### config.mk
export PLATFORM = sky130hd
export DESIGN_NAME = hfc_uart
export DESIGN_NICKNAME = d
export VERILOG_FILES = /design/src/hfc_pkg.sv /design/src/hfc_ram.sv /design/src/hfc_uart.sv
export SDC_FILE = /design/constraint.sdc
export NUM_CORES = 1
export LEC_CHECK = 0
export BUFFER_PORTS_ARGS = -buffer_cell sky130_fd_sc_hd__buf_2
export CAP_MARGIN = 0
export CORE_MARGIN = 4
export CORE_UTILIZATION = 60
export DETAILED_ROUTE_END_ITERATION = 8
export GPL_ROUTABILITY_DRIVEN = 0
export PLACE_DENSITY = 0.77
export SYNTH_ARGS = -nofsm -noshare
export SYNTH_HDL_FRONTEND = slang
export SYNTH_HIERARCHICAL = 1
export SYNTH_SLANG_ARGS = --single-unit
### constraint.sdc
create_clock -name sys_clk_i -period 7 [get_ports sys_clk_i]
set_input_delay 0.7 -clock sys_clk_i [delete_from_list [all_inputs] [get_ports sys_clk_i]]
set_output_delay 0.7 -clock sys_clk_i [all_outputs]
set_load 0.03 [all_outputs]
### src/hfc_pkg.sv
// shared constants and types of the hci uart with hardware flow control
// Behaviour
// - per-byte accumulated baud error stays within -2.5 % and +1.5 % of nominal.
// - timing deviation within one bit stays within plus or minus 12.5 %.
// - after cts returns low, transmission resumes within about 2 us.
// - once cts goes high, at most one more byte is sent.
// - host stops within 16 bytes of rts high; receiver keeps room for them.
// - out of reset the link runs 115.2 kbps, 8 data bits, 1 stop, no parity.
// - rate change takes effect only after the completion event is sent at old rate.
// - rts goes high when receive fill level passes the threshold.
// - detect break, idle, framing, overflow, parity and underflow conditions.
package hfc_pkg;

    // ************************************************************
    // clock and rates
    // ************************************************************
    localparam int CLK_HZ        = 32'h05F5_E100;  // 100 MHz
    localparam int CLK_PERIOD_NS = 32'h0000_000A;
    localparam int DEF_BAUD      = 32'h0001_C200;  // 115200
    localparam int MIN_BAUD      = 32'h0000_927C;  // 37500
    localparam int MAX_BAUD      = 32'h0042_96E0;  // 4364000
    localparam logic [15:0] DEF_DIV = 16'(CLK_HZ / DEF_BAUD);
    localparam logic [15:0] MIN_DIV = 16'(CLK_HZ / MAX_BAUD);
    localparam logic [15:0] MAX_DIV = 16'(CLK_HZ / MIN_BAUD);

    // ************************************************************
    // frame and flow control
    // ************************************************************
    localparam int DATA_BITS   = 32'h0000_0008;
    localparam int STOP_BITS   = 32'h0000_0001;
    localparam int FIFO_DEPTH  = 32'h0000_0040;
    localparam int RX_THR_FRAC = 32'h0000_0004;  // headroom is a quarter of the fifo
    localparam int RX_HEADROOM = 32'h0000_0010;  // bytes still in flight after rts
    localparam int IDLE_BITS   = 32'h0000_000A;
    localparam int RESUME_NS   = 32'h0000_07D0;  // 2000 ns
    localparam int RESUME_CYC  = (RESUME_NS + CLK_PERIOD_NS - 1) / CLK_PERIOD_NS;

    // ************************************************************
    // types
    // ************************************************************
    typedef enum logic [2:0] {
        TX_IDLE  = 3'b000,
        TX_START = 3'b001,
        TX_DATA  = 3'b010,
        TX_PAR   = 3'b011,
        TX_STOP  = 3'b100
    } hfc_tx_st_t;

    typedef enum logic [2:0] {
        RX_IDLE  = 3'b000,
        RX_START = 3'b001,
        RX_DATA  = 3'b010,
        RX_PAR   = 3'b011,
        RX_STOP  = 3'b100,
        RX_WAIT  = 3'b101
    } hfc_rx_st_t;

    typedef struct packed {
        logic par_en;
        logic par_odd;
    } hfc_cfg_t;

    typedef struct packed {
        logic brk;
        logic idle;
        logic frame;
        logic ovf;
        logic par;
        logic udf;
    } hfc_err_t;

endpackage

### src/hfc_ram.sv
// receive byte store with registered read data
`timescale 1ns/1ps
module hfc_ram #(
    parameter int W     = 8,
    parameter int DEPTH = 64,
    parameter int AW    = 6
) (
    input  wire logic          sys_clk_i,
    input  wire logic          we_i,
    input  wire logic [AW-1:0] waddr_i,
    input  wire logic [W-1:0]  wdata_i,
    input  wire logic          re_i,
    input  wire logic [AW-1:0] raddr_i,
    output logic      [W-1:0]  rdata_o
);

    logic [W-1:0] mem [DEPTH];

    // no reset on the array; contents are only read after a write
    always_ff @(posedge sys_clk_i) begin
        if (we_i) begin
            mem[waddr_i] <= wdata_i;
        end
        if (re_i) begin
            rdata_o <= mem[raddr_i];
        end
    end

endmodule

### src/hfc_uart.sv
// hci uart core: 8-bit framing, cts/rts flow control, rate change, error flags
`timescale 1ns/1ps
module hfc_uart #(
    parameter int DEPTH     = hfc_pkg::FIFO_DEPTH,
    parameter int IDLE_BITS = hfc_pkg::IDLE_BITS
) (
    input  wire logic              sys_clk_i,
    input  wire logic              rst_i,
    output logic                   tx_o,
    input  wire logic              rx_i,
    input  wire logic              cts_i,
    output logic                   rts_o,
    input  wire logic [7:0]        tx_data_i,
    input  wire logic              tx_last_i,
    input  wire logic              tx_valid_i,
    output logic                   tx_ready_o,
    input  wire hfc_pkg::hfc_cfg_t cfg_i,
    input  wire logic [15:0]       baud_div_i,
    input  wire logic              baud_req_i,
    output logic      [15:0]       baud_div_o,
    input  wire logic              rx_rd_i,
    output logic      [7:0]        rx_data_o,
    output logic                   rx_valid_o,
    output logic [$clog2(DEPTH):0] rx_level_o,
    output hfc_pkg::hfc_err_t      err_o
);

    localparam int AW  = $clog2(DEPTH);
    localparam int AW1 = AW + 1;
    // one below three quarters: the byte that raises rts is already stored,
    // so a full quarter of the fifo is still free for the host's late bytes
    localparam logic [AW:0] THR    = AW1'(DEPTH - DEPTH / hfc_pkg::RX_THR_FRAC - 1);
    localparam logic [AW:0] FULL   = AW1'(DEPTH);
    localparam logic [7:0]  IDLE_N = 8'(IDLE_BITS - 1);

    // ************************************************************
    // helpers
    // ************************************************************
    function automatic logic bit_end(input logic [15:0] cnt, input logic [15:0] div);
        return cnt == div - 16'h0001;
    endfunction

    function automatic logic par_of(input logic [7:0] d, input logic odd);
        return (^d) ^ odd;
    endfunction

    // ************************************************************
    // transmitter and rate control
    // ************************************************************
    hfc_pkg::hfc_tx_st_t tx_st_q, tx_st_d;
    logic [15:0] tx_cnt_q, tx_cnt_d, div_q, div_d, new_div_q, new_div_d;
    logic [2:0]  tx_bit_q, tx_bit_d;
    logic [7:0]  tx_sh_q, tx_sh_d;
    logic        tx_par_q, tx_par_d, tx_last_q, tx_last_d, tx_q, tx_d;
    logic        rdy_q, rdy_d, pend_q, pend_d, chg_q, chg_d;
    logic        tx_done, apply_baud;

    always_comb begin
        tx_st_d   = tx_st_q;
        tx_cnt_d  = tx_cnt_q + 16'h0001;
        tx_bit_d  = tx_bit_q;
        tx_sh_d   = tx_sh_q;
        tx_par_d  = tx_par_q;
        tx_last_d = tx_last_q;
        tx_done   = 1'b0;
        case (tx_st_q)
            hfc_pkg::TX_IDLE: begin
                tx_cnt_d = '0;
                if (tx_valid_i && rdy_q) begin
                    tx_sh_d   = tx_data_i;
                    tx_last_d = tx_last_i;
                    tx_par_d  = par_of(tx_data_i, cfg_i.par_odd);
                    tx_st_d   = hfc_pkg::TX_START;
                end
            end
            hfc_pkg::TX_START: begin
                if (bit_end(tx_cnt_q, div_q)) begin
                    tx_cnt_d = '0;
                    tx_bit_d = '0;
                    tx_st_d  = hfc_pkg::TX_DATA;
                end
            end
            hfc_pkg::TX_DATA: begin
                if (bit_end(tx_cnt_q, div_q)) begin
                    tx_cnt_d = '0;
                    tx_sh_d  = tx_sh_q >> 1;
                    tx_bit_d = tx_bit_q + 3'h1;
                    if (tx_bit_q == 3'h7) begin
                        tx_st_d = cfg_i.par_en ? hfc_pkg::TX_PAR : hfc_pkg::TX_STOP;
                    end
                end
            end
            hfc_pkg::TX_PAR: begin
                if (bit_end(tx_cnt_q, div_q)) begin
                    tx_cnt_d = '0;
                    tx_st_d  = hfc_pkg::TX_STOP;
                end
            end
            hfc_pkg::TX_STOP: begin
                if (bit_end(tx_cnt_q, div_q)) begin
                    tx_cnt_d = '0;
                    tx_done  = 1'b1;
                    tx_st_d  = hfc_pkg::TX_IDLE;
                end
            end
            default: begin
                tx_st_d = hfc_pkg::TX_IDLE;
            end
        endcase
        case (tx_st_d)
            hfc_pkg::TX_START: tx_d = 1'b0;
            hfc_pkg::TX_DATA:  tx_d = tx_sh_d[0];
            hfc_pkg::TX_PAR:   tx_d = tx_par_d;
            default:           tx_d = 1'b1;
        endcase
        // cts is only looked at between bytes, so a byte in progress always completes
        rdy_d = (tx_st_d == hfc_pkg::TX_IDLE) && !cts_i;
        // the new divisor waits for the last byte of the completion event
        apply_baud = tx_done && tx_last_q && pend_q;
        div_d      = div_q;
        pend_d     = pend_q;
        new_div_d  = new_div_q;
        chg_d      = chg_q;
        if (apply_baud) begin
            div_d  = new_div_q;
            pend_d = 1'b0;
            chg_d  = 1'b1;
        end
        if (baud_req_i) begin
            pend_d = 1'b1;
            if (baud_div_i < hfc_pkg::MIN_DIV) begin
                new_div_d = hfc_pkg::MIN_DIV;
            end else if (baud_div_i > hfc_pkg::MAX_DIV) begin
                new_div_d = hfc_pkg::MAX_DIV;
            end else begin
                new_div_d = baud_div_i;
            end
        end
    end

    // ************************************************************
    // receiver
    // ************************************************************
    hfc_pkg::hfc_rx_st_t rx_st_q, rx_st_d;
    logic [15:0] rx_cnt_q, rx_cnt_d;
    logic [2:0]  rx_bit_q, rx_bit_d;
    logic [7:0]  rx_sh_q, rx_sh_d, idle_n_q, idle_n_d;
    logic        pbad_q, pbad_d, armed_q, armed_d;
    logic        rx_wr, e_brk, e_idle, e_frame, e_par;

    always_comb begin
        rx_st_d  = rx_st_q;
        rx_cnt_d = rx_cnt_q + 16'h0001;
        rx_bit_d = rx_bit_q;
        rx_sh_d  = rx_sh_q;
        idle_n_d = idle_n_q;
        pbad_d   = pbad_q;
        armed_d  = armed_q;
        rx_wr    = 1'b0;
        e_brk    = 1'b0;
        e_idle   = 1'b0;
        e_frame  = 1'b0;
        e_par    = 1'b0;
        case (rx_st_q)
            hfc_pkg::RX_IDLE: begin
                if (!rx_i) begin
                    rx_cnt_d = '0;
                    idle_n_d = '0;
                    pbad_d   = 1'b0;
                    rx_st_d  = hfc_pkg::RX_START;
                end else if (bit_end(rx_cnt_q, div_q)) begin
                    rx_cnt_d = '0;
                    if (idle_n_q != IDLE_N) begin
                        idle_n_d = idle_n_q + 8'h01;
                    end else if (armed_q) begin
                        e_idle  = 1'b1;
                        armed_d = 1'b0;
                    end
                end
            end
            hfc_pkg::RX_START: begin
                // later samples fall mid-bit, leaving half a bit of margin each way
                if (rx_cnt_q == (div_q >> 1)) begin
                    rx_cnt_d = '0;
                    rx_bit_d = '0;
                    rx_st_d  = rx_i ? hfc_pkg::RX_IDLE : hfc_pkg::RX_DATA;
                end
            end
            hfc_pkg::RX_DATA: begin
                if (bit_end(rx_cnt_q, div_q)) begin
                    rx_cnt_d = '0;
                    rx_sh_d  = {rx_i, rx_sh_q[7:1]};
                    rx_bit_d = rx_bit_q + 3'h1;
                    if (rx_bit_q == 3'h7) begin
                        rx_st_d = cfg_i.par_en ? hfc_pkg::RX_PAR : hfc_pkg::RX_STOP;
                    end
                end
            end
            hfc_pkg::RX_PAR: begin
                if (bit_end(rx_cnt_q, div_q)) begin
                    rx_cnt_d = '0;
                    pbad_d   = rx_i != par_of(rx_sh_q, cfg_i.par_odd);
                    rx_st_d  = hfc_pkg::RX_STOP;
                end
            end
            hfc_pkg::RX_STOP: begin
                if (bit_end(rx_cnt_q, div_q)) begin
                    rx_cnt_d = '0;
                    if (rx_i) begin
                        rx_wr   = 1'b1;
                        e_par   = pbad_q;
                        armed_d = 1'b1;
                        rx_st_d = hfc_pkg::RX_IDLE;
                    end else begin
                        e_brk   = rx_sh_q == 8'h00;
                        e_frame = rx_sh_q != 8'h00;
                        rx_st_d = hfc_pkg::RX_WAIT;
                    end
                end
            end
            hfc_pkg::RX_WAIT: begin
                // hold off until the line is released, else a break restarts frames
                if (rx_i) begin
                    rx_cnt_d = '0;
                    rx_st_d  = hfc_pkg::RX_IDLE;
                end
            end
            default: begin
                rx_st_d = hfc_pkg::RX_IDLE;
            end
        endcase
    end

    // ************************************************************
    // receive fifo and rts
    // ************************************************************
    logic [AW:0] wp_q, wp_d, rp_q, rp_d, lvl_d;
    logic        wr_ok, rd_ok, vld_d, rts_d;
    hfc_pkg::hfc_err_t err_d;

    always_comb begin
        wr_ok = rx_wr && (rx_level_o != FULL);
        rd_ok = rx_rd_i && (rx_level_o != '0);
        wp_d  = wr_ok ? wp_q + 1'b1 : wp_q;
        rp_d  = rd_ok ? rp_q + 1'b1 : rp_q;
        lvl_d = wp_d - rp_d;
        vld_d = rd_ok;
        // rts rises with room for the bytes the host still has in flight
        rts_d = lvl_d > THR;
        err_d.brk   = e_brk;
        err_d.idle  = e_idle;
        err_d.frame = e_frame;
        err_d.ovf   = rx_wr && (rx_level_o == FULL);
        err_d.par   = e_par;
        err_d.udf   = rx_rd_i && (rx_level_o == '0);
    end

    hfc_ram #(
        .W     (hfc_pkg::DATA_BITS),
        .DEPTH (DEPTH),
        .AW    (AW)
    ) i_hfc_ram (
        .sys_clk_i (sys_clk_i),
        .we_i      (wr_ok),
        .waddr_i   (wp_q[AW-1:0]),
        .wdata_i   (rx_sh_q),
        .re_i      (rd_ok),
        .raddr_i   (rp_q[AW-1:0]),
        .rdata_o   (rx_data_o)
    );

    // ************************************************************
    // registers
    // ************************************************************
    always_ff @(posedge sys_clk_i or posedge rst_i) begin
        if (rst_i) begin
            tx_st_q    <= hfc_pkg::TX_IDLE;
            tx_cnt_q   <= '0;
            tx_bit_q   <= '0;
            tx_sh_q    <= '0;
            tx_par_q   <= 1'b0;
            tx_last_q  <= 1'b0;
            tx_q       <= 1'b1;
            rdy_q      <= 1'b0;
            div_q      <= hfc_pkg::DEF_DIV;
            new_div_q  <= hfc_pkg::DEF_DIV;
            pend_q     <= 1'b0;
            chg_q      <= 1'b0;
            rx_st_q    <= hfc_pkg::RX_IDLE;
            rx_cnt_q   <= '0;
            rx_bit_q   <= '0;
            rx_sh_q    <= '0;
            idle_n_q   <= '0;
            pbad_q     <= 1'b0;
            armed_q    <= 1'b0;
            wp_q       <= '0;
            rp_q       <= '0;
            rx_level_o <= '0;
            rx_valid_o <= 1'b0;
            rts_o      <= 1'b0;
            err_o      <= '0;
        end else begin
            tx_st_q    <= tx_st_d;
            tx_cnt_q   <= tx_cnt_d;
            tx_bit_q   <= tx_bit_d;
            tx_sh_q    <= tx_sh_d;
            tx_par_q   <= tx_par_d;
            tx_last_q  <= tx_last_d;
            tx_q       <= tx_d;
            rdy_q      <= rdy_d;
            div_q      <= div_d;
            new_div_q  <= new_div_d;
            pend_q     <= pend_d;
            chg_q      <= chg_d;
            rx_st_q    <= rx_st_d;
            rx_cnt_q   <= rx_cnt_d;
            rx_bit_q   <= rx_bit_d;
            rx_sh_q    <= rx_sh_d;
            idle_n_q   <= idle_n_d;
            pbad_q     <= pbad_d;
            armed_q    <= armed_d;
            wp_q       <= wp_d;
            rp_q       <= rp_d;
            rx_level_o <= lvl_d;
            rx_valid_o <= vld_d;
            rts_o      <= rts_d;
            err_o      <= err_d;
        end
    end

    assign tx_o       = tx_q;
    assign tx_ready_o = rdy_q;
    assign baud_div_o = div_q;

    // ************************************************************
    // assertions
    // ************************************************************
    localparam int RESUME_MAX = hfc_pkg::RESUME_CYC;
endmodule

-- Yosys cells after proc, flatten, opt, wreduce, memory -nomap -nowiden
Memory sizes are Yosys's and may differ from the RTL's. A register that Yosys moved wholly into a read port is not among the register bits.
Index checks and enable logic that the tools add are counted.
- word-level logic and storage cells: 192
- ROM bits: 0
- bits in writable memories: 512
- register bits after elaboration: 136
- bits in latches: 0
- input bits: 34
- memories kept: 1
- output and inout bits: 41
- equal/unequal tests: 37
- bitwise gates (word level): 2
- add/subtract/negate cells: 9
- multiplexer cells: 75
- div/mod/pow operators: 0
- shifts and indexed selects: 0
- multiply operators: 0
- order comparisons: 3
- reduce and logical (&&, ||, !) cells: 35
- memory list (name ; depth ; bits a word ; rd ports ; clocked after memory_dff ; wr ports ; line ; text):
    i_hfc_ram.mem ; 64 ; 8 ; 1 ; 1 ; 1 ; hfc_ram.sv:17 ; logic [W-1:0] mem [DEPTH];
- operators by type and width (cell ; number):
    $mux 16 ; 7
    $pmux 16 s4 ; 1
    $mux 3 ; 19
    $mux 8 ; 5
    $add 16x1->16 const B ; 2
    $eq 16x16->1 ; 2
    $pmux 16 s2 ; 1
    $mux 1 ; 31
    $ne 2x2->1 const B ; 14
    $eq 3x2->1 const B ; 6
    $pmux 3 s6 ; 1
    $eq 16x15->1 ; 1
    $gt 16x12->1 const B ; 1
    $lt 16x5->1 const B ; 1
    $pmux 8 s2 ; 1
    $reduce_xor 8->1 ; 2
    $sub 16x1->16 const B ; 1
    $eq 3x3->1 const B ; 5
    $pmux 3 s5 ; 1
    $add 7x1->7 const B ; 2
    $mux 7 ; 2
    $pmux 3 s2 ; 2
    $reduce_and 3->1 ; 4
    $reduce_bool 2->1 ; 6
    other kinds (26) ; 43

-- Longest topological paths before layout
Gate-level depths: netlist (run 1).
- depth after elaboration: 8
- depth in mapped cells: 25
- gate-level depth less buffers: 22

-- Hierarchy
Netlist (run 1), hierarchy kept.
- by module, submodules not included (module ; area an instance (sq um) ; cells an instance ; sequential area each (sq um) ; instances):
    hfc_ram ; 20246.9 ; 940 ; 15615.0 ; 1
    hfc_uart ; 8070.2 ; 821 ; 3417.0 ; 1

-- Worst setup path before layout (run 1)
OpenSTA, ideal clock, no wires.
- path type: register -> register
- start: reg div_q[0], in the netlist baud_div_o[0]
- end: reg rts_o
- arrival time: 5.460 ns
- cell stages (with the launch flop): 25
- period minus slack after synthesis: 5.578 ns
- slack: 1.422 ns
- buffers on the path: 3
- cell sequence: dfrtp_1 clkbuf_1 inv_1 ha_1 clkbuf_1 xor3_1 a221o_1 or4_4 a2111oi_4 nand3_2 buf_2 nor2_4 nand3_1 xor2_1 ha_1 fa_1 inv_1 a21oi_1 o21bai_1 a21oi_1 o21bai_1 a2bb2oi_1 nand3_1 xor3_2 a21o_1
- cells in the longest elaborated chain, start to end: 8
- ends and longest elaborated chain (element ; line ; text):
    start, declared ; hfc_uart.sv:51 ; logic [15:0] tx_cnt_q, tx_cnt_d, div_q, div_d, new_div_q, new_div_d;
    start signal, assigned ; hfc_uart.sv:285 ; div_q <= hfc_pkg::DEF_DIV;
    start signal, assigned ; hfc_uart.sv:311 ; div_q <= div_d;
    $sub 16x1->16 ; hfc_uart.sv:40 ; return cnt == div - 16'h0001;
    $eq 16x16->1 ; hfc_uart.sv:40 ;
    $mux 1 ; hfc_uart.sv:207 ; if (bit_end(rx_cnt_q, div_q)) begin
    $mux 1 ; hfc_uart.sv:164 ; case (rx_st_q)
    $logic_and 1x1->1 ; hfc_uart.sv:242 ; wr_ok = rx_wr && (rx_level_o != FULL);
    $mux 7 ; hfc_uart.sv:244 ; wp_d = wr_ok ? wp_q + 1'b1 : wp_q;
    $sub 7x7->7 ; hfc_uart.sv:246 ; lvl_d = wp_d - rp_d;
    named net lvl_d[6] ; hfc_uart.sv:237 ; logic [AW:0] wp_q, wp_d, rp_q, rp_d, lvl_d;
    $gt 7x6->1 ; hfc_uart.sv:249 ; rts_d = lvl_d > THR;
    named net rts_d ; hfc_uart.sv:238 ; logic wr_ok, rd_ok, vld_d, rts_d;
    end signal, assigned ; hfc_uart.sv:326 ; rts_o <= rts_d;
    end, declared ; hfc_uart.sv:12 ; output logic rts_o,
The timed path passes the listed nets, and every way through them passes these cells.
A chain may end at the register's enable or synchronous reset.

-- Worst setup path after layout (run 1)
- start: reg div_q[3], in the netlist baud_div_o[3]
- end: reg rts_o
The elaborated chain is that of the path after synthesis.

==> results of run 1 <==
## sequential cells by signal (all words and copies together) (netlist names), 3 cells and up
name / cells
rx_sh_q: 8
i_hfc_ram/rdata_o: 8
baud_div_o: 16
rx_level_o: 7
rx_bit_q: 3
idle_n_q: 8
i_hfc_ram/mem: 512
rx_cnt_q: 16
tx_st_q: 3
wp_q: 7
tx_bit_q: 3
tx_sh_q: 8
err_o: 6
new_div_q: 16
rx_st_q: 3
tx_cnt_q: 16
rp_q: 7
## per-layer routing
| metal | GRT usage | up-vias | wire, um |
|---|---|---|---|
| met4 | 0.0917 | 0 | 2270 |
| met1 | 0.345 | 7950 | 23700 |
| met3 | 0.0375 | 156 | 4980 |
| met2 | 0.397 | 819 | 30000 |
| li1 | - | 6924 | - |
| met5 | 0 | - | 0 |
## worst paths after layout
kind | start | end | slack, ns | depth (start not counted)
min in group sys_clk_i | cts_i | tx_ready_o | 0.28 | 2
max in group asynchronous | rst_i | rx_bit_q[2] | 5.43 | 3
hold / removal | rst_i | tx_par_q | 0.17 | 2
hold reg to reg | new_div_q[6] | new_div_q[6] | 0.47 | 2
setup reg to reg | baud_div_o[3] | rts_o | 1.04 | 19
setup / recovery | baud_div_o[3] | rts_o | 1.04 | 19
## metrics by stage
| stage | instances | hold WS [ns] | util | instance area, um2 |
|---|---|---|---|---|
| 2_1_floorplan | 1761 | 0.441 | - | 28300 |
| 3_3_place_gp | 2357 | 0.456 | 0.624 | 29100 |
| 3_5_place_dp | 2357 | 0.462 | 0.624 | 29100 |
| 4_1_cts | 2477 | 0.163 | 0.671 | 31200 |
| 5_1_grt | 2477 | 0.196 | 0.671 | 31200 |
| 6_report | 2477 | 0.165 | 0.671 | 31200 |
## synth_stat cells (4+ instances only)
library cell,count,area [um2]
a211oi_1,5,37.5
clkbuf_1,48,180
o21bai_1,5,37.5
a21o_1,8,60.1
a221oi_1,7,61.3
xor2_1,55,482
mux2_2,33,372
or2_2,5,31.3
nor3_1,20,100
and3_1,18,113
nand3b_1,6,45.0
nor2_1,156,586
o2111ai_1,6,52.6
nor2b_1,24,150
dfstp_2,11,289
o221ai_1,8,70.1
or3_1,8,50.1
a31oi_1,7,43.8
dfrtp_1,125,3130
buf_1,9,33.8
buf_4,15,113
ha_1,20,250
xnor2_1,58,508
a22oi_1,10,75.1
nand2b_1,16,100
nand3_1,39,195
mux2i_1,43,430
a21oi_1,32,160
a2111oi_0,4,35.0
edfxtp_1,520,15600
inv_1,41,154
o21ai_0,22,110
o22ai_1,11,68.8
mux4_2,126,2840
and2_1,6,37.5
nand2_1,83,312
o211ai_1,5,37.5
or4_1,8,60.1
buf_2,17,85.1
o2bb2ai_1,5,43.8
a32o_1,4,40.0
o31ai_1,4,30.0
buf_6,8,90.1
nand4_1,19,119
nor4_1,15,93.8
## cell type report
cell class                      count  area, um2  area share
Multi-Input combinational cell    964       8600       0.275
Clock inverter                     43        447      0.0143
Inverter                           42        163     0.00521
Sequential cell                   656      19100       0.610
Clock buffer                       77       1710      0.0549
Timing Repair Buffer               88        488      0.0156
Tap cell                          607        759      0.0243
## cells by family (layout without fill, tap and decap cells)
kind of cell | count (synthesis) | in the layout | share of synthesized area
AO/OA/AOI/OAI | 175 | 175 | 0.0460
AND/OR/NAND/NOR | 448 | 448 | 0.0801
multiplexers | 202 | 202 | 0.129
XOR/XNOR | 118 | 118 | 0.0391
adder cells (fa/ha/maj) | 21 | 21 | 0.00954
flip-flops | 656 | 656 | 0.672
buffers and inverters | 141 | 250 | 0.0247
## power by group
part	total (mW)	internal (mW)	switching, mW	leakage (nW)
logic	0.333	0.136	0.197	3.37
clock network	3.52	2.07	1.46	1.07
registers	4.34	4.24	0.0986	7.65
total	8.19	6.44	1.75	12.1
## placed cells by master (no fill, tap or decap), drive strengths merged, types with 47 or more instances in the layout
| cell type | Yosys | final |
|---|---|---|
| edfxtp | 520 | 520 |
| nor2 | 157 | 157 |
| mux4 | 126 | 126 |
| dfrtp | 125 | 125 |
| buf | 51 | 88 |
| nand2 | 83 | 83 |
| clkbuf | 48 | 77 |
| xnor2 | 58 | 58 |
| xor2 | 55 | 55 |
| inv | 41 | 47 |
==> reports/summary.md, run 1 <==
In this run the count of I/O pins placed on the die edge is 75. The critical path in this run is classified as reg -> reg. Setup violations remaining at the end of the flow were counted as 0.

The share of async-settable or async-resettable flops after synthesis was 0.207; the area of the mapped netlist was 28300 um2. Entering global routing, the biggest net connects 80 pins. 0 antenna diodes ended up in the layout.

The number of buffers inserted by port buffering was 74. For this run, the top clock speed supported by timing is 0.168 GHz. Summing internal, switching and leakage power gives 8.19 mW. The floorplan step defined a die boundary enclosing 50700 um2. After synthesis, the netlist uses 84 different library cells. The max-slew headroom at the worst pin was 0.159. The routed layout has 15.8k vias. Clock tree synthesis inserted a total of 66 buffers.

Detailed placement ended at an HPWL of 38300 um. The warning count from the yosys run is 6. The area growth from synthesis to layout is 10.3%.

The number of synthesized register bits came out at 656. The setup TNS came out at 0 ns. The tree is rooted in a clkbuf_16.

The combined buffer and inverter count along the critical path is 1. Walking the worst path, the cells encountered are nor4_2 -> and3_1 -> xnor2_1 -> a2111oi_4 -> nand3_2 -> nor2_4 -> nand3_1 -> xor2_1 -> ha_1 -> fa_1 -> inv_1 -> a21oi_1 -> o21bai_1 -> a21oi_1 -> o21bai_1 -> a2bb2oi_1 -> nand3_1 -> xor3_2 -> a21o_1. The run gives 16.1k as the via count of the first global-routing pass.

Yosys mapped a number of flops with a built-in enable equal to 520. The shortest period the worst path allows works out to 5.96 ns. After clock tree synthesis, the flow added hold-fix buffers numbering 0.

The critical path required time was 7.47 ns. The final wirelength came out at 61000 um. The most used flip-flop cell after synthesis is edfxtp_1. Among cell families on the critical path, the largest total delay comes from simple AND/OR/NAND/NOR gates. The startpoint type of the worst setup path was a flop.

Dividing total power by cell area gives a power density of 262 nW/um2. The leakage component of the power was 12.1 nW; the overall die height was 225 um. After clock tree synthesis, the setup repair step added 0 buffers.

The number of DRC markers after the initial detailed-route iteration is 1798. The worst-case vdd ir drop was 194 uV. The logs give 0 for the count of final max-slew check failures and 3 for the total number of H-tree levels. Across the run, the number of max-cap violations was 0. The run gives 6.43 ns as the arrival time reported for the critical path endpoint. The final critical-path share of the clock period came out at 0.852. The largest stage delay on the critical path was 1.00 ns; the synthesized area divided by synthesized cell count was 16.1 um2.

The first TritonRoute pass finished after 6 iterations. The total global routing track utilization is 0.245, and the final number of hold-violating endpoints is 0. The flow ran to the end, and the final reports show no timing, DRC or antenna violations.

For the pin with the worst max-slew slack, the measured transition is 1.25 ns. Post-placement worst setup slack: 1.16 ns. The maximum net fanout on the critical path works out to 14. For the net total in the final layout, the log shows 1873. The later pin in the worst-skew pair is clocked with a latency of 0.59 ns. After detailed routing, the number of vias per cell comes to 6.40. For the initial core utilization, the log shows 0.608.

TritonCTS built the clock tree. The die is 225 um wide. The logs give 1816 for the synthesized net count and 0 for the post-cts gate resize count.

The total area inside the core boundary comes to 46600 um2. Setup repair after global routing left no endpoint under its margin. Once routing completed, OpenROAD measured the worst setup slack at 1.04 ns. The buffer levels on the longest clock path is 3, and the clock transition at the registers of the reported paths is 0.06 ns. Number of fill cells in the layout: 3064. The worst hold path belongs to the class in -> async. The share of layout cells above drive strength 1 came out at 0.214. The largest individual stage delay along the critical path comes from the cell nor4_2. In the routed design, unresolved DRC markers number 0. The run gives 0 as the number of nets with antenna violations after detailed routing. The first global-routing pass estimated 95300 um of wire. The tools report the type of destination of the critical path as a flop.

The sequential element share of the synthesized area is 0.672, and the gate count after technology mapping is 1761. The clock net in this run drives a total of 656 sinks. The initial antenna violation count is 0.

The global-route congestion overflow total came out at 0. For the clock skew, the log shows 0.0177 ns. In this run the core area contains 79 standard-cell rows.

In the final routed layout, each cell accounts on average for 24.6 um.
Power figures use the tool's default switching activity.
==> run 2: changes to the inputs <==
Settings changed: PLACE_DENSITY 0.77 to unset, PLACE_DENSITY_LB_ADDON set to 0.15.
==> run 2 against run 1 <==
- critical path depth stayed put
- sequential power about the same
- setup slack lost 0.029 ns
- design area decreased by 0.17%
- core utilization shrank 0.11 points
- critical path type unchanged
- global-route usage down 0.12 points
- critical endpoint unchanged
- flip-flop and latch count unchanged
- die area unchanged
- clock power decreased by 3%
- clock skew grew 0.0028 ns
- count of clock-buffer cells in the layout is 15 higher
- fmax shrank 0.48%
==> reports/summary.md, run 2 (same netlist as run 1, synthesis figures left out) <==
The flow ran to the end, and the final reports show no timing, DRC or antenna violations. For this design the total switching power over the nets is 1.70 mW. After detailed routing, the number of remaining DRC violations is 0.

The critical path in this run is classified as reg -> reg. The via count of the first global-routing pass was 16.2k; the die span in x was 225 um. The tools report the clock root buffer as clkbuf_16. The initial core utilization is 0.608. The ratio of total power to cell area works out to 260 nW/um2. The final number of hold-violating endpoints came out at 0.

Cell family with the largest share of critical-path delay: simple AND/OR/NAND/NOR gates. The logic gate share of total power is 0.042. The largest register by flop count was i_hfc_ram/mem. Traced cell by cell, the critical path runs through nor4_2 -> and3_1 -> xnor2_1 -> a2111oi_4 -> nand3_2 -> nor2_4 -> nand3_1 -> xor2_1 -> ha_1 -> fa_1 -> inv_1 -> a21oi_1 -> o21bai_1 -> a21oi_1 -> o21bai_1 -> a2bb2oi_1 -> nand3_1 -> xor3_2 -> a21o_1. The sequential cells in the finished layout cover a total of 19100 um2. The number of DRC markers after the initial detailed-route iteration is 1346, and the post-cts gate resize count is 0. Fill cells in the final layout number 3121. The type of the worst min-delay path is in -> async. The run gives 0 as the count of final max-slew check failures.

Once detailed placement completed, the half-perimeter wirelength came to 38300 um. The shortest period the worst path allows was 5.99 ns; the wire length of the first global-routing pass was 94300 um. Compared with the post-synthesis result, the final layout area differs by 10.1%. Leakage component of the power: 12.1 nW. Entering global routing, the biggest net connects 71 pins.

The clock share of power was 0.423. STA classifies the critical path startpoint as a flop. After detailed routing, the total wire length is 60500 um. The max-slew headroom at the worst pin is 0.164, and the first-pass detailed-route iteration total is 5.

Clock tree synthesis found a total of 656 sinks. 75 I/O pins were placed. Combined buffer and inverter count along the critical path: 1.

The cell with the biggest individual delay on the critical path was nor4_2. TritonCTS built the clock tree. The initial antenna violation count is 0. The tools report the cell row count as 79. Counting the buffers created by CTS gives 67.

The number of antenna diodes in the final layout is 0. The post-detailed-route wirelength per cell was 24.5 um. Across the run, the number of max-cap violations was 0. The die footprint was 50700 um2. The buffer levels on the longest clock path was 3.

Across all layers, the routed design uses 15.6k vias. The library cell used most frequently in the layout, excluding fill and tap cells, is edfxtp_1. Buffers inserted to repair hold after CTS numbered 0.

The final critical-path share of the clock period is 0.856. For the pin with the worst max-slew slack, the measured transition is 1.24 ns. The maximum net fanout on the critical path came out at 14.

Setup repair after global routing left no endpoint under its margin. Once the clock tree was built, the setup fixing pass inserted 0 buffers. The worst register-to-register path begins at baud_div_o[3]. The tools report the beginning of the critical path as baud_div_o[3]. The total number of H-tree levels came out at 3. The floorplan step set the die height to 225 um.

The internal power consumption is 6.41 mW. The tools report the number of nets with antenna violations after detailed routing as 0. At the worst endpoint, the arrival time is 6.46 ns. Clock-pin slew was measured on the worst setup and hold paths at 0.06 ns. Summed over all layers, the global routing overflow is 0.

The part of the power in registers was 0.535. Summing all multi-input logic gate instances after layout gives 8600 um2. The tools report the worst-case vdd ir drop as 223 uV. The type of destination of the critical path is a flop. In this run the tool buffered the top-level ports with 74 buffer cells. The switching share of total power works out to 0.210.

The later pin in the worst-skew pair is clocked with a latency of 0.59 ns. Hold is met by 0.214 ns. The fmax was 0.167 GHz. The critical path required time was 7.47 ns; the largest stage delay on the critical path was 1.04 ns.

For the post-route total power, the log shows 8.11 mW. After floorplanning, the core was sized to cover 46600 um2. For the final database, setup skew stands at 0.0205 ns.

The ratio of routed vias to standard cells works out to 6.32. The setup TNS was 0 ns; the share of layout cells above drive strength 1 was 0.210. The library cells used most frequently in the layout, excluding fill and tap cells, are edfxtp_1, nor2_1, mux4_2, dfrtp_1, nand2_1.

The total global routing track utilization was 0.244. The logs give 1.12 ns for the post-placement worst setup slack and 1.01 ns for the smallest setup slack after layout. The register with the most flip-flops in the layout has 512 of them.

The tools report the net total in the final layout as 1876. Setup violations remaining at the end of the flow were counted as 0.
## run 2: cell types whose count changed in the layout (fill, tap and decap cells not counted), moves of 2 or more
cell / delta
clkinv_1: -3
buf_4: +3
clkbuf_8: +4
inv_6: -3
clkbuf_1: +9
clkinv_2: -6
clkbuf_16: +2
bufinv_16: -3
## run 2: worst register-to-register path, delay by kind of cell (launching register included)
kind,cells,cell delay [ns]
compound gates,7,1.41
xor+xnor,3,0.76
fa+ha+maj,2,0.69
buf+inv,1,0.07
flops,1,0.54
simple gates,6,2.42
## run 2: cell type report
type | count | share of cell area
Clock buffer | 92 | 0.0594
Inverter | 42 | 0.00522
Timing Repair Buffer | 90 | 0.0157
Tap cell | 607 | 0.0244
Clock inverter | 25 | 0.00811
Sequential cell | 656 | 0.611
Multi-Input combinational cell | 964 | 0.276
## run 2: metrics by stage
stage | cell area [um2] | cells | utilization
6_report | 31200 | 2476 | 0.670
5_1_grt | 31200 | 2476 | 0.670
4_1_cts | 31200 | 2476 | 0.670
3_5_place_dp | 29100 | 2359 | 0.624
3_3_place_gp | 29100 | 2359 | 0.624
2_1_floorplan | 28300 | 1761 | -
## run 2: final timing paths
| path | depth (start not counted) | to | slack [ns] |
|---|---|---|---|
| min in group sys_clk_i | 2 | tx_ready_o | 0.28 |
| min | 2 | tx_par_q | 0.21 |
| min reg2reg | 2 | new_div_q[5] | 0.48 |
| max reg2reg | 19 | rts_o | 1.01 |
| max | 19 | rts_o | 1.01 |
| max in group asynchronous | 3 | rx_cnt_q[2] | 5.49 |
## run 2: power by group through the flow
stage               sequential [mW]  clock [mW]  combinational, mW
floorplan                      4.37           0              0.278
finish                         4.34        3.43              0.337
detailed placement             4.42           0              0.335
CTS                            4.34        3.51              0.339
global route                   4.35        3.67              0.381
global placement               4.41           0              0.325
## run 2: routing by layer
| layer | wire length (um) | vias up | track usage |
|---|---|---|---|
| met5 | 0 | - | 0 |
| met1 | 24200 | 8006 | 0.336 |
| met3 | 4340 | 112 | 0.0522 |
| li1 | - | 6917 | - |
| met4 | 2060 | 0 | 0.0843 |
| met2 | 30000 | 603 | 0.395 |
